**src/verilog/sbcw_params.svh**
```systemverilog
// constants of the watchdog / switch-interface control pair
// assumes a 100 ns clock; counts derive from printed times
`ifndef SBCW_PARAMS_SVH
`define SBCW_PARAMS_SVH
`define SBCW_CLK_NS 100
`define SBCW_TRIG_MIN_NS 7000
`define SBCW_TRIG_MIN_CYC ((`SBCW_TRIG_MIN_NS + `SBCW_CLK_NS - 1) / `SBCW_CLK_NS)
`define SBCW_TRIG_LOW_CYC (`SBCW_TRIG_MIN_CYC + 1)
`define SBCW_STARTUP_MS 4
`define SBCW_STARTUP_CYC (`SBCW_STARTUP_MS * 1000000 / `SBCW_CLK_NS)
`define SBCW_LEAD_MS 155
`define SBCW_LEAD_CYC (`SBCW_LEAD_MS * 1000000 / `SBCW_CLK_NS)
`define SBCW_OSC_MIN_MS 20
`define SBCW_OSC_MAX_MS 64
`define SBCW_OSC_CYC (`SBCW_OSC_MIN_MS * 1000000 / `SBCW_CLK_NS)
`define SBCW_RST_PULSE_MS 2
`define SBCW_RST_PULSE_CYC (`SBCW_RST_PULSE_MS * 1000000 / `SBCW_CLK_NS)
`define SBCW_TXTO_MS 10
`define SBCW_TXTO_CYC (`SBCW_TXTO_MS * 1000000 / `SBCW_CLK_NS)
`define SBCW_MS_CYC (1000000 / `SBCW_CLK_NS)
// command word layout
`define SBCW_OP_MSB 15
`define SBCW_OP_LSB 12
`define SBCW_OP_CFG 4'h1
`define SBCW_OP_SRC 4'h2
`define SBCW_OP_CLR 4'h3
`define SBCW_OP_WDD 4'h4
`define SBCW_CFG_LIN_EN 0
`define SBCW_CFG_SLOPE_OFF 1
`define SBCW_CFG_TO_DIS 2
`define SBCW_CFG_SLEEP 4
`define SBCW_CFG_WIN_LSB 8
`define SBCW_CFG_WIN_MSB 11
`define SBCW_WIN_RESET 4'h2
`define SBCW_SRC_CSE 0
`define SBCW_SRC_CSC 1
`define SBCW_SRC_CSIE 2
`define SBCW_SRC_IDX_LSB 8
`define SBCW_SRC_IDX_MSB 10
`define SBCW_WDD_BIT 0
`define SBCW_WDD_WORD 16'h4001
// host register map
`define SBCW_A_CTRL 4'h0
`define SBCW_A_PERIOD 4'h1
`define SBCW_A_TX 4'h2
`define SBCW_A_RX 4'h3
`define SBCW_A_STS 4'h4
`define SBCW_A_MASK 4'h5
`define SBCW_A_LINK 4'h6
`define SBCW_A_WDOFF 4'h7
`define SBCW_CTRL_TRIG_EN 0
`define SBCW_CTRL_STRAP 1
`define SBCW_CTRL_PWM_LSB 2
`define SBCW_CTRL_PWM_MSB 4
`define SBCW_PERIOD_RESET 16'h0000
`endif

```
**src/verilog/sbcw_pkg.sv**
```systemverilog
// types shared by both ends
// no assumptions beyond a SystemVerilog compiler
`default_nettype none
package sbcw_pkg;
  typedef enum logic [2:0] {
    ST_START,
    ST_LEAD,
    ST_WIN,
    ST_RST,
    ST_SLEEP
  } sbcw_wd_state_type;
endpackage
`default_nettype wire
```
**src/verilog/sbcw_link_if.sv**
```systemverilog
// pins between controller and device
// reset pin is open drain with a pull-up resolved here
`timescale 1ns/1ps
`default_nettype none
interface sbcw_link_if;
  logic trig_n;
  logic rst_n_o;
  logic rst_n_oe;
  logic rst_n;
  logic [2:0] pwm;
  logic div_hi;
  logic cmd_valid;
  logic [15:0] cmd_word;
  logic [15:0] resp_word;
  logic irq_n;
  // open-drain wire with pull-up
  assign rst_n = ~(rst_n_oe & ~rst_n_o);
  modport dev (
    input trig_n, pwm, div_hi, cmd_valid, cmd_word,
    output rst_n_o, rst_n_oe, resp_word, irq_n
  );
  modport host (
    output trig_n, pwm, div_hi, cmd_valid, cmd_word,
    input rst_n, resp_word, irq_n
  );
endinterface
`default_nettype wire

```
**src/verilog/sbcw_device.sv**
```systemverilog
// device end: window watchdog, LIN control, source routing
// assumes link inputs synchronous to MCLK_IN
//
// Notes on behaviour
// - host trigger falls once per window
// - trigger low pulse longer than 7 us
// - missed trigger asserts active-low reset
// - watchdog timing from internal oscillator period
// - watchdog stopped during sleep
// - disable bit needs two consecutive words
// - divider pin high at start-up disables
// - 155 ms lead before first trigger
// - after wake, lead starts at reset rise
// - LIN inactive until commanded on
// - slope-off setting for high-speed LIN
// - enabled LIN follows transmit input
// - setting disables transmit dominant time-out
// - fixed PWM input to source routing
// - cleared control bit selects PWM drive
// - sample comparator at control falling edge
// - interrupt low until next command end
//
// The register offsets and the address-and-strobe port were left to the implementer.
`include "sbcw_params.svh"
`timescale 1ns/1ps
`default_nettype none
module sbcw_device
  import sbcw_pkg::*;
#(
  parameter int unsigned OSC_CYC = `SBCW_OSC_CYC,
  parameter int unsigned STARTUP_CYC = `SBCW_STARTUP_CYC,
  parameter int unsigned LEAD_CYC = `SBCW_LEAD_CYC,
  parameter int unsigned RST_PULSE_CYC = `SBCW_RST_PULSE_CYC,
  parameter int unsigned TXTO_CYC = `SBCW_TXTO_CYC
) (
  input wire logic MCLK_IN,
  input wire logic SRST_IN,
  input wire logic WAKE_IN,
  input wire logic TXD_IN,
  input wire logic [7:0] CMP_IN,
  output logic LIN_OUT,
  output logic SLOPE_OFF_OUT,
  output logic SLEEP_OUT,
  output logic WD_OFF_OUT,
  output logic [7:0] SRC_ON_OUT,
  sbcw_link_if.dev link
);
  localparam int unsigned TMIN = `SBCW_TRIG_MIN_CYC;

  // PWM input that feeds source i
  function automatic logic pwm_of(input logic [2:0] i, input logic [2:0] p);
    case (i)
      3'd0, 3'd6, 3'd7: pwm_of = p[0];
      3'd1, 3'd4, 3'd5: pwm_of = p[1];
      default: pwm_of = p[2];
    endcase
  endfunction

  logic [15:0] w;
  logic [3:0] op;
  logic cmd;
  logic lin_en_q, to_dis_q, sleep_q;
  logic [3:0] win_q;
  logic wdd_q, wdd_pend_q, strap_q, strap_ok_q;
  logic [7:0] cse_q, csc_q, csie_q, smp_q, flag_q, flag_set, flag_d, src_d;
  logic irq_q;
  logic trig_prev_q, trig_ok;
  logic [23:0] low_cnt_q, cnt_q, osc_cnt_q, dom_cnt_q;
  logic [3:0] win_cnt_q;
  logic osc_tick, wd_off, to_hit;
  sbcw_wd_state_type state_q;

  assign w = link.cmd_word;
  assign op = w[`SBCW_OP_MSB:`SBCW_OP_LSB];
  assign cmd = link.cmd_valid;
  assign wd_off = wdd_q | strap_q;

  // configuration word
  always_ff @(posedge MCLK_IN) begin
    if (SRST_IN) begin
      lin_en_q <= 1'b0;
      SLOPE_OFF_OUT <= 1'b0;
      to_dis_q <= 1'b0;
      sleep_q <= 1'b0;
      win_q <= `SBCW_WIN_RESET;
    end else if (cmd && op == `SBCW_OP_CFG) begin
      lin_en_q <= w[`SBCW_CFG_LIN_EN];
      SLOPE_OFF_OUT <= w[`SBCW_CFG_SLOPE_OFF];
      to_dis_q <= w[`SBCW_CFG_TO_DIS];
      sleep_q <= w[`SBCW_CFG_SLEEP];
      win_q <= w[`SBCW_CFG_WIN_MSB:`SBCW_CFG_WIN_LSB];
    end else if (sleep_q && WAKE_IN) begin
      sleep_q <= 1'b0;
    end
  end

  // disable bit, two consecutive writes
  always_ff @(posedge MCLK_IN) begin
    if (SRST_IN) begin
      wdd_q <= 1'b0;
      wdd_pend_q <= 1'b0;
    end else if (cmd) begin
      if (op == `SBCW_OP_WDD && w[`SBCW_WDD_BIT]) begin
        wdd_pend_q <= 1'b1;
        if (wdd_pend_q) begin
          wdd_q <= 1'b1;
        end
      end else begin
        wdd_pend_q <= 1'b0;
        if (op == `SBCW_OP_WDD) begin
          wdd_q <= 1'b0;
        end
      end
    end
  end

  // per-source configuration
  always_ff @(posedge MCLK_IN) begin
    if (SRST_IN) begin
      cse_q <= 8'h00;
      csc_q <= 8'h00;
      csie_q <= 8'h00;
    end else if (cmd && op == `SBCW_OP_SRC) begin
      cse_q[w[`SBCW_SRC_IDX_MSB:`SBCW_SRC_IDX_LSB]] <= w[`SBCW_SRC_CSE];
      csc_q[w[`SBCW_SRC_IDX_MSB:`SBCW_SRC_IDX_LSB]] <= w[`SBCW_SRC_CSC];
      csie_q[w[`SBCW_SRC_IDX_MSB:`SBCW_SRC_IDX_LSB]] <= w[`SBCW_SRC_CSIE];
    end
  end

  // source drive and comparator sampling
  always_comb begin
    for (int i = 0; i < 8; i++) begin
      src_d[i] = cse_q[i] & (csc_q[i] | pwm_of(3'(i), link.pwm));
      flag_set[i] = SRC_ON_OUT[i] & ~src_d[i] & (CMP_IN[i] != smp_q[i]) & csie_q[i];
    end
    flag_d = flag_q | flag_set;
    if (cmd && op == `SBCW_OP_CLR) begin
      flag_d = (flag_q & ~w[7:0]) | flag_set;
    end
  end

  always_ff @(posedge MCLK_IN) begin
    if (SRST_IN) begin
      SRC_ON_OUT <= 8'h00;
      smp_q <= 8'h00;
      flag_q <= 8'h00;
    end else begin
      SRC_ON_OUT <= src_d;
      flag_q <= flag_d;
      for (int i = 0; i < 8; i++) begin
        if (SRC_ON_OUT[i] && !src_d[i]) begin
          smp_q[i] <= CMP_IN[i];
        end
      end
    end
  end

  // interrupt pin and command answer
  always_ff @(posedge MCLK_IN) begin
    if (SRST_IN) begin
      irq_q <= 1'b0;
      link.irq_n <= 1'b1;
      link.resp_word <= 16'h0000;
    end else begin
      if (|flag_set) begin
        irq_q <= 1'b1;
        link.irq_n <= 1'b0;
      end else if (cmd) begin
        irq_q <= |(flag_d & csie_q);
        link.irq_n <= ~|(flag_d & csie_q);
      end
      if (cmd) begin
        link.resp_word <= {flag_q, smp_q};
      end
    end
  end

  // LIN transmit path with dominant time-out
  assign to_hit = !to_dis_q && dom_cnt_q >= 24'(TXTO_CYC);
  always_ff @(posedge MCLK_IN) begin
    if (SRST_IN) begin
      dom_cnt_q <= 24'h00_0000;
      LIN_OUT <= 1'b1;
    end else begin
      dom_cnt_q <= TXD_IN ? 24'h00_0000 : (to_hit ? dom_cnt_q : dom_cnt_q + 24'h00_0001);
      // follow transmit input; idle while off
      LIN_OUT <= (lin_en_q && !sleep_q) ? (TXD_IN | to_hit) : 1'b1;
    end
  end

  // trigger width check
  assign trig_ok = !trig_prev_q && link.trig_n && low_cnt_q >= 24'(TMIN);
  always_ff @(posedge MCLK_IN) begin
    if (SRST_IN) begin
      trig_prev_q <= 1'b1;
      low_cnt_q <= 24'h00_0000;
    end else begin
      trig_prev_q <= link.trig_n;
      if (link.trig_n) begin
        low_cnt_q <= 24'h00_0000;
      end else if (low_cnt_q < 24'(TMIN)) begin
        low_cnt_q <= low_cnt_q + 24'h00_0001;
      end
    end
  end

  // oscillator time base; stopped in sleep
  assign osc_tick = osc_cnt_q == 24'(OSC_CYC - 1);
  always_ff @(posedge MCLK_IN) begin
    if (SRST_IN || state_q != ST_WIN || trig_ok || osc_tick) begin
      osc_cnt_q <= 24'h00_0000;
    end else begin
      osc_cnt_q <= osc_cnt_q + 24'h00_0001;
    end
  end

  // watchdog sequence
  always_ff @(posedge MCLK_IN) begin
    if (SRST_IN) begin
      state_q <= ST_START;
      cnt_q <= 24'h00_0000;
      win_cnt_q <= 4'h0;
      strap_q <= 1'b0;
      strap_ok_q <= 1'b1;
    end else begin
      case (state_q)
        ST_START: begin
          strap_ok_q <= strap_ok_q & link.div_hi;
          cnt_q <= cnt_q + 24'h00_0001;
          if (cnt_q == 24'(STARTUP_CYC - 1)) begin
            strap_q <= strap_ok_q & link.div_hi;
            cnt_q <= 24'h00_0000;
            state_q <= ST_LEAD;
          end
        end
        ST_LEAD: begin
          if (sleep_q) begin
            state_q <= ST_SLEEP;
          end else if (trig_ok) begin
            win_cnt_q <= 4'h0;
            state_q <= ST_WIN;
          end else if (!wd_off) begin
            cnt_q <= cnt_q + 24'h00_0001;
            if (cnt_q == 24'(LEAD_CYC - 1)) begin
              cnt_q <= 24'h00_0000;
              state_q <= ST_RST;
            end
          end
        end
        ST_WIN: begin
          if (sleep_q) begin
            state_q <= ST_SLEEP;
          end else if (trig_ok) begin
            win_cnt_q <= 4'h0;
          end else if (osc_tick && !wd_off) begin
            if (win_cnt_q + 4'h1 >= win_q) begin
              cnt_q <= 24'h00_0000;
              state_q <= ST_RST;
            end else begin
              win_cnt_q <= win_cnt_q + 4'h1;
            end
          end
        end
        ST_RST: begin
          cnt_q <= cnt_q + 24'h00_0001;
          if (cnt_q == 24'(RST_PULSE_CYC - 1)) begin
            cnt_q <= 24'h00_0000;
            state_q <= ST_LEAD;
          end
        end
        ST_SLEEP: begin
          // wake restarts start-up, lead at reset rise
          if (!sleep_q) begin
            cnt_q <= 24'h00_0000;
            strap_ok_q <= 1'b1;
            state_q <= ST_START;
          end
        end
        default: state_q <= ST_START;
      endcase
    end
  end

  // reset pin and status outputs
  always_ff @(posedge MCLK_IN) begin
    if (SRST_IN) begin
      link.rst_n_oe <= 1'b1;
      link.rst_n_o <= 1'b0;
      WD_OFF_OUT <= 1'b0;
      SLEEP_OUT <= 1'b0;
    end else begin
      link.rst_n_oe <= state_q == ST_START || state_q == ST_RST;
      link.rst_n_o <= 1'b0;
      WD_OFF_OUT <= wd_off;
      SLEEP_OUT <= sleep_q;
    end
  end
endmodule
`default_nettype wire

```
**src/flat_wrapper.sv**
```systemverilog
// flat-port wrapper written by rule: the top's interface ports become plain ports
module sbcw_device_flat import sbcw_pkg::*;
#(
  parameter int unsigned OSC_CYC = `SBCW_OSC_CYC,
  parameter int unsigned STARTUP_CYC = `SBCW_STARTUP_CYC,
  parameter int unsigned LEAD_CYC = `SBCW_LEAD_CYC,
  parameter int unsigned RST_PULSE_CYC = `SBCW_RST_PULSE_CYC,
  parameter int unsigned TXTO_CYC = `SBCW_TXTO_CYC
)
  (MCLK_IN, SRST_IN, WAKE_IN, TXD_IN, CMP_IN, LIN_OUT, SLOPE_OFF_OUT, SLEEP_OUT, WD_OFF_OUT, SRC_ON_OUT, link_trig_n, link_pwm, link_div_hi, link_cmd_valid, link_cmd_word, link_rst_n_o, link_rst_n_oe, link_resp_word, link_irq_n);
  sbcw_link_if link_i ();
  input wire logic MCLK_IN;
  input wire logic SRST_IN;
  input wire logic WAKE_IN;
  input wire logic TXD_IN;
  input wire logic [7:0] CMP_IN;
  output logic LIN_OUT;
  output logic SLOPE_OFF_OUT;
  output logic SLEEP_OUT;
  output logic WD_OFF_OUT;
  output logic [7:0] SRC_ON_OUT;
  input wire logic [$bits(link_i.trig_n)-1:0] link_trig_n;
  input wire logic [$bits(link_i.pwm)-1:0] link_pwm;
  input wire logic [$bits(link_i.div_hi)-1:0] link_div_hi;
  input wire logic [$bits(link_i.cmd_valid)-1:0] link_cmd_valid;
  input wire logic [$bits(link_i.cmd_word)-1:0] link_cmd_word;
  output wire logic [$bits(link_i.rst_n_o)-1:0] link_rst_n_o;
  output wire logic [$bits(link_i.rst_n_oe)-1:0] link_rst_n_oe;
  output wire logic [$bits(link_i.resp_word)-1:0] link_resp_word;
  output wire logic [$bits(link_i.irq_n)-1:0] link_irq_n;
  assign link_i.trig_n = link_trig_n;
  assign link_i.pwm = link_pwm;
  assign link_i.div_hi = link_div_hi;
  assign link_i.cmd_valid = link_cmd_valid;
  assign link_i.cmd_word = link_cmd_word;
  assign link_rst_n_o = link_i.rst_n_o;
  assign link_rst_n_oe = link_i.rst_n_oe;
  assign link_resp_word = link_i.resp_word;
  assign link_irq_n = link_i.irq_n;
  sbcw_device #(.OSC_CYC(OSC_CYC), .STARTUP_CYC(STARTUP_CYC), .LEAD_CYC(LEAD_CYC), .RST_PULSE_CYC(RST_PULSE_CYC), .TXTO_CYC(TXTO_CYC)) u_core (.MCLK_IN(MCLK_IN), .SRST_IN(SRST_IN), .WAKE_IN(WAKE_IN), .TXD_IN(TXD_IN), .CMP_IN(CMP_IN), .LIN_OUT(LIN_OUT), .SLOPE_OFF_OUT(SLOPE_OFF_OUT), .SLEEP_OUT(SLEEP_OUT), .WD_OFF_OUT(WD_OFF_OUT), .SRC_ON_OUT(SRC_ON_OUT), .link(link_i));
endmodule
```
**config.mk**
```make
export PLATFORM = sky130hd
export DESIGN_NAME = sbcw_device_flat
export DESIGN_NICKNAME = d
export VERILOG_FILES = /design/src/verilog/sbcw_pkg.sv /design/src/verilog/sbcw_link_if.sv /design/src/verilog/sbcw_device.sv /design/src/flat_wrapper.sv
export VERILOG_INCLUDE_DIRS = /design/src /design/src/verilog
export SDC_FILE = /design/constraint.sdc
export NUM_CORES = 1
export LEC_CHECK = 0
export ABC_AREA = 1
export BUFFER_PORTS_ARGS = -buffer_cell sky130_fd_sc_hd__buf_4
export CELL_PAD_IN_SITES_DETAIL_PLACEMENT = 1
export CELL_PAD_IN_SITES_GLOBAL_PLACEMENT = 2
export CORE_MARGIN = 4
export CORE_UTILIZATION = 31
export DETAILED_ROUTE_END_ITERATION = 16
export GPL_TIMING_DRIVEN = 0
export PLACE_DENSITY = 0.88
export RECOVER_POWER = 50
export SLEW_MARGIN = 20
export SYNTH_ARGS = -nofsm -noshare
export SYNTH_HDL_FRONTEND = slang
export SYNTH_SLANG_ARGS = --single-unit
export TNS_END_PERCENT = 10
```
**constraint.sdc**
```tcl
create_clock -name MCLK_IN -period 1.8 [get_ports MCLK_IN]
set_input_delay 0.18 -clock MCLK_IN [delete_from_list [all_inputs] [get_ports MCLK_IN]]
set_output_delay 0.18 -clock MCLK_IN [all_outputs]
set_load 0.01 [all_outputs]
```
Word-level counts from Yosys, hierarchy flattened
Cells that the tools add are included.

$add $sub $neg: 5. Order comparisons: 6. Equal/unequal tests: 40. Multiplexer cells: 47. Bitwise logic cells: 57. Reductions and logical operators: 54.

Operator list (count): $mux 24 (11); $pmux 24 s5 (1); $add 24x1->24 const B (4); $and 1x1->1 (33); $mux 3 (11); $bwmux 8 (3); $eq 24x15->1 const B (1); $eq 24x16->1 const B (1); $eq 24x18->1 const B (1); $eq 24x21->1 const B (1); $ge 24x17->1 const B (1); $ge 24x7->1 const B (1); $lt 24x7->1 const B (1); $mux 4 (6); $logic_and 1x1->1 (19); $and 8x8->8 (2); $or 8x8->8 (2); $reduce_or 8->1 (2); $pmux 3 s5 (1); $logic_not 1->1 (13); $ne 2x1->1 const B (6); $ne 2x2->1 const B (6); $mux 1 (10); $or 1x1->1 (10); 31 further kinds (62).

Register bits after elaboration: 185. Input bits: 34. Output and inout bits: 31. Logic and storage cells: 244.

Depth between registers and ports, before layout
Depth after elaboration: 13. Depth in mapped cells: 15.

Least setup slack after synthesis
OpenSTA, ideal clock, no wires.

Path kind: register to register. Start: register u_core.win_cnt_q[0]. End: register u_core.cnt_q[14]. Library setup time: 0.117 ns. Data arrival time: 1.864 ns. Required time: 1.683 ns. Setup slack: -0.182 ns. Cell stages (with the launch flop): 15. Path buffers: 1. Cells stage by stage: dfxtp_1 > ha_1 > xor2_1 > ha_1 > nand2_1 > inv_1 > nand3_1 > nand3_1 > o21ai_1 > inv_2 > nand2_1 > nor2_4 > buf_4 > a21oi_1 > nor2_1.

Word-level cells in the longest chain between the ends: 4.

RTL lines: from (decl) (line sbcw_device.sv:69) `logic [3:0] win_cnt_q;`; from (signal assigned) (line sbcw_device.sv:260) `win_cnt_q <= win_cnt_q + 4'h1;`; $add 4x1->4 (line sbcw_device.sv:256) `if (win_cnt_q + 4'h1 >= win_q) begin`; $ge 4x4->1 (line sbcw_device.sv:256); $ne 2x1->1 (no source line); $reduce_and 9->1 (no source line); to (signal assigned) (line sbcw_device.sv:229) `cnt_q <= cnt_q + 24'h00_0001;`; to (signal assigned) (line sbcw_device.sv:243) `cnt_q <= cnt_q + 24'h00_0001;`; to (signal assigned) (line sbcw_device.sv:265) `cnt_q <= cnt_q + 24'h00_0001;`; to (decl) (line sbcw_device.sv:68) `logic [23:0] low_cnt_q, cnt_q, osc_cnt_q, dom_cnt_q;`.

No other way between the ends. A chain may end at the register's enable or synchronous reset.

Final worst setup path
Start: register u_core.win_cnt_q[0]. End: register u_core.cnt_q[15].

Same word-level chain as after synthesis.

==> results.toml <==
[yosys]
count_of_flip_flops_with_a_built_in_enable_after_synthesis = 0
synth_sequential_area_ratio_pct = 40.2
synth.net_count = 1414
syn-mean-instance-area_um2 = 6.73
ys.flop_type = "sky130_fd_sc_hd__dfxtp_1"
synth_warnings = 0
synthesis.instances = 1369
ys_types = 44
post_synth_instance_area_mm2 = 0.00921
number_of_register_bits_inferred_by_synthesis = 185
ys_async_sr_fraction_pct = 0

[final_layout]
post_layout_nonfiller_instances = 1862
antenna_cells = 0
final_cell_area_mm2 = 0.0112
post_route_cells_drive_above_1_share_pct = 13.3
layout_commonest_cell = "sky130_fd_sc_hd__nand2_1"
layout.filler_cells = 3731
layout.cells.most_common_list = "265 x sky130_fd_sc_hd__nand2_1, 254 x sky130_fd_sc_hd__nor2_1, 180 x sky130_fd_sc_hd__dfxtp_1"
final_net_count = 1510
layout.core_utilization_pct = 38.8
layout_stage_area_growth_over_the_synthesis_result_pct = 22.1

[die]
floorplan.die.width_um = 180
core_area_mm2 = 0.0290
design.die.area_mm2 = 0.0325
fp.dieH_um = 180
initial_utilization_pct = 31.7
core.rowCount = 62
io-pin-count = 65

[placed_design]
placement.cell_area_mm2 = 0.0102
place.port_buffers = 60
placed_cells = 1813
hpwlAfterDp_mm = 21.8
gp_routability_congestion = 0.880

[power_and_ir_drop]
power.leakage_nw = 4.30
power_per_cell_area_mw_per_mm2 = 908
total_power_mw = 10.2
irDropWorstVdd_v = 0.000650

[sta]
setup_repair_after_global_routing_missed_its_margin = "yes"
timing.fmax_ghz = 0.451
clock_skew_ps = 18.1
worst_pin_slew_ps = 1260
setup_ws_ps = -417
number_of_endpoints_failing_setup_at_the_final_stage = 52
final_max_slew_viol_count = 0
layout_min_cycle_time_ps = 2220
final_min_period_over_clock_period_pct = 123
final_hold_viol_count = 0
slew_headroom_pct = 15.3

[worst_setup_path]
critical_path_arrival_ps = 2520
crit_slowest_cell = "sky130_fd_sc_hd__dfxtp_4"
worst_path_most_repeated_cell = "sky130_fd_sc_hd__nand2_2"
timing.critical_path.max_delay_family = "adder cells"
crit_path_cell_trace = "ha_4 -> ha_4 -> inv_2 -> o21bai_1 -> nand2_2 -> nand3_4 -> o21ai_2 -> inv_2 -> nand2_2 -> nor2_4 -> buf_12 -> buf_8 -> nand2_2 -> nand2_1 -> nor2_1"
critPathMaxFanout = 5
timing.critical_path.required_ps = 2100
path_class = "reg2reg"
path_buf_inv = 4
endpoint_kind = "register"
critical_path.max_stage_delay_ps = 380
timing.critical_path.from_type = "register"

[clocking]
clock_tree.root_cell = "sky130_fd_sc_hd__clkbuf_16"
worst_setup_hold_path_clk_slew_ps = 80
numClockSinks = 185
cts_made_buffers = 17
htree_levels = 4
cts_tree = "yes"
worstSkewPairLatency_ps = 450
clockBufferDepth = 2

[drt]
antenna_left = 0
via_per_inst = 4.92
first_iter_violations = 437
finalWirelength_mm = 29.8
drtPass1Iterations = 5
drc_errors = 0
dr_total_vias = 9156
routedWlPerCell_um = 16.0

[grt]
grt_max_degree = 22
gr-total-overflow = 0
grt_first_pass_wirelength_mm = 48.0
first_global_vias = 9365
track_usage_pct = 17.8
number_of_antenna_violations_at_the_first_check_in_global_routing = 0

[outcome]
run_status = "finished, violations left"
failing_checks = "setup timing"

[worst_hold_path]
hold_path.class = "in2reg"

[run]
cap_violations = 0
==> final timing paths <==
| path | from | end | slack (ps) | cells past startpoint |
|---|---|---|---|---|
| worst max-delay path | u_core.win_cnt_q[0] | u_core.cnt_q[15] | -420 | 15 |
| worst min-delay path | link_cmd_word[8] | u_core.win_q[0] | 20 | 3 |
| worst max register to register | u_core.win_cnt_q[0] | u_core.cnt_q[15] | -420 | 15 |
| worst min register to register | u_core.low_cnt_q[19] | u_core.low_cnt_q[19] | 430 | 2 |
==> power by group <==
group	switching, mW	internal (mW)	leakage, nW
Clock	2.03	1.95	0.303
Sequential	0.123	4.21	1.50
Combinational	1.20	0.696	2.50
==> routing by layer <==
metal | part of all wire (%) | vias up | GRT usage, %
met1 | 48 | 4416 | 23.6
met2 | 47 | 116 | 30.8
met3 | 2.9 | 27 | 2.58
met5 | 0 | - | 0
met4 | 1.2 | 0 | 3.96
li1 | - | 4597 | -
==> cell usage after synthesis, types with 2 or more instances <==
master | number | area [um2]
sky130_fd_sc_hd__nor2_2 | 13 | 81.3
sky130_fd_sc_hd__nand3_1 | 86 | 430
sky130_fd_sc_hd__buf_4 | 3 | 22.5
sky130_fd_sc_hd__buf_2 | 10 | 50.1
sky130_fd_sc_hd__clkbuf_1 | 19 | 71.3
sky130_fd_sc_hd__nand3b_1 | 2 | 15.0
sky130_fd_sc_hd__o21ai_0 | 78 | 390
sky130_fd_sc_hd__xor2_1 | 26 | 228
sky130_fd_sc_hd__inv_1 | 139 | 522
sky130_fd_sc_hd__nand3_2 | 4 | 40.0
sky130_fd_sc_hd__o21ai_1 | 4 | 20.0
sky130_fd_sc_hd__dfxtp_1 | 185 | 3700
sky130_fd_sc_hd__or2_2 | 3 | 18.8
sky130_fd_sc_hd__nor4_1 | 8 | 50.1
sky130_fd_sc_hd__ha_1 | 11 | 138
sky130_fd_sc_hd__nor2_1 | 257 | 965
sky130_fd_sc_hd__nand4_1 | 36 | 225
sky130_fd_sc_hd__nor3_2 | 4 | 40.0
sky130_fd_sc_hd__and3_1 | 2 | 12.5
sky130_fd_sc_hd__o21a_1 | 6 | 45.0
sky130_fd_sc_hd__xnor2_1 | 13 | 114
sky130_fd_sc_hd__nor3_1 | 36 | 180
sky130_fd_sc_hd__o211ai_1 | 6 | 45.0
sky130_fd_sc_hd__nor2_4 | 2 | 22.5
sky130_fd_sc_hd__buf_1 | 3 | 11.3
sky130_fd_sc_hd__inv_2 | 13 | 48.8
sky130_fd_sc_hd__a21oi_1 | 96 | 480
sky130_fd_sc_hd__nor3b_1 | 3 | 22.5
sky130_fd_sc_hd__clkinv_1 | 4 | 15.0
sky130_fd_sc_hd__nand2_2 | 4 | 25.0
sky130_fd_sc_hd__nand2_1 | 280 | 1050
==> area by class of cell <==
class	instances	area (um2)	area share, %
Multi-Input combinational cell	992	5080	45.1
Sequential cell	185	3720	33.0
Inverter	156	588	5.23
Timing Repair Buffer	77	532	4.73
Tap cell	384	480	4.27
Clock buffer	18	439	3.90
Buffer	36	230	2.05
Clock inverter	14	185	1.65
==> timing repair <==
item | CTS | global route
gates cloned | 1 | 1
buffers inserted | 7 | 3
pin swaps | 11 | 16
endpoints found under the setup margin | 82 | 81
gates resized for setup | 35 | 63
endpoints found under the hold margin | 6 | 0
hold buffers | 6 | 0
==> state kept, by name (all words and copies together) (netlist names), 3 cells and up <==
signal / count
u_core.SRC_ON_OUT: 8
u_core.cnt_q: 24
u_core.csc_q: 8
u_core.cse_q: 8
u_core.csie_q: 8
u_core.dom_cnt_q: 24
u_core.flag_q: 8
u_core.link.resp_word: 16
u_core.low_cnt_q: 24
u_core.osc_cnt_q: 24
u_core.smp_q: 8
u_core.state_q: 3
u_core.win_cnt_q: 4
u_core.win_q: 4
==> per-stage QoR <==
| step | hold slack [ps] | setup slack, ps | setup TNS (ps) |
|---|---|---|---|
| after floorplan | 310 | -67.4 | -1120 |
| after global placement | 412 | -502 | -26510 |
| after detailed placement | 413 | -562 | -29650 |
| after CTS | 2.18 | -396 | -10640 |
| after global routing | 16.8 | -506 | -18330 |
| final | 23.3 | -417 | -11530 |
==> cell families (layout without fill, tap and decap cells) <==
| group | Yosys count | after routing | synth area share, % |
|---|---|---|---|
| compound gates | 194 | 194 | 11.0 |
| simple gates | 747 | 747 | 35.4 |
| buf+inv | 192 | 301 | 8.16 |
| fa+ha+maj | 11 | 11 | 1.49 |
| flops | 185 | 185 | 40.2 |
| xor+xnor | 39 | 39 | 3.71 |
| other cells | 1 | 1 | 0.0407 |
==> worst min-delay path, delay by kind of cell <==
family	cells	cell delay, ps
AOI/OAI and AO/OA	1	110
buffers and inverters	2	140
(Power assumes the default switching activity.)
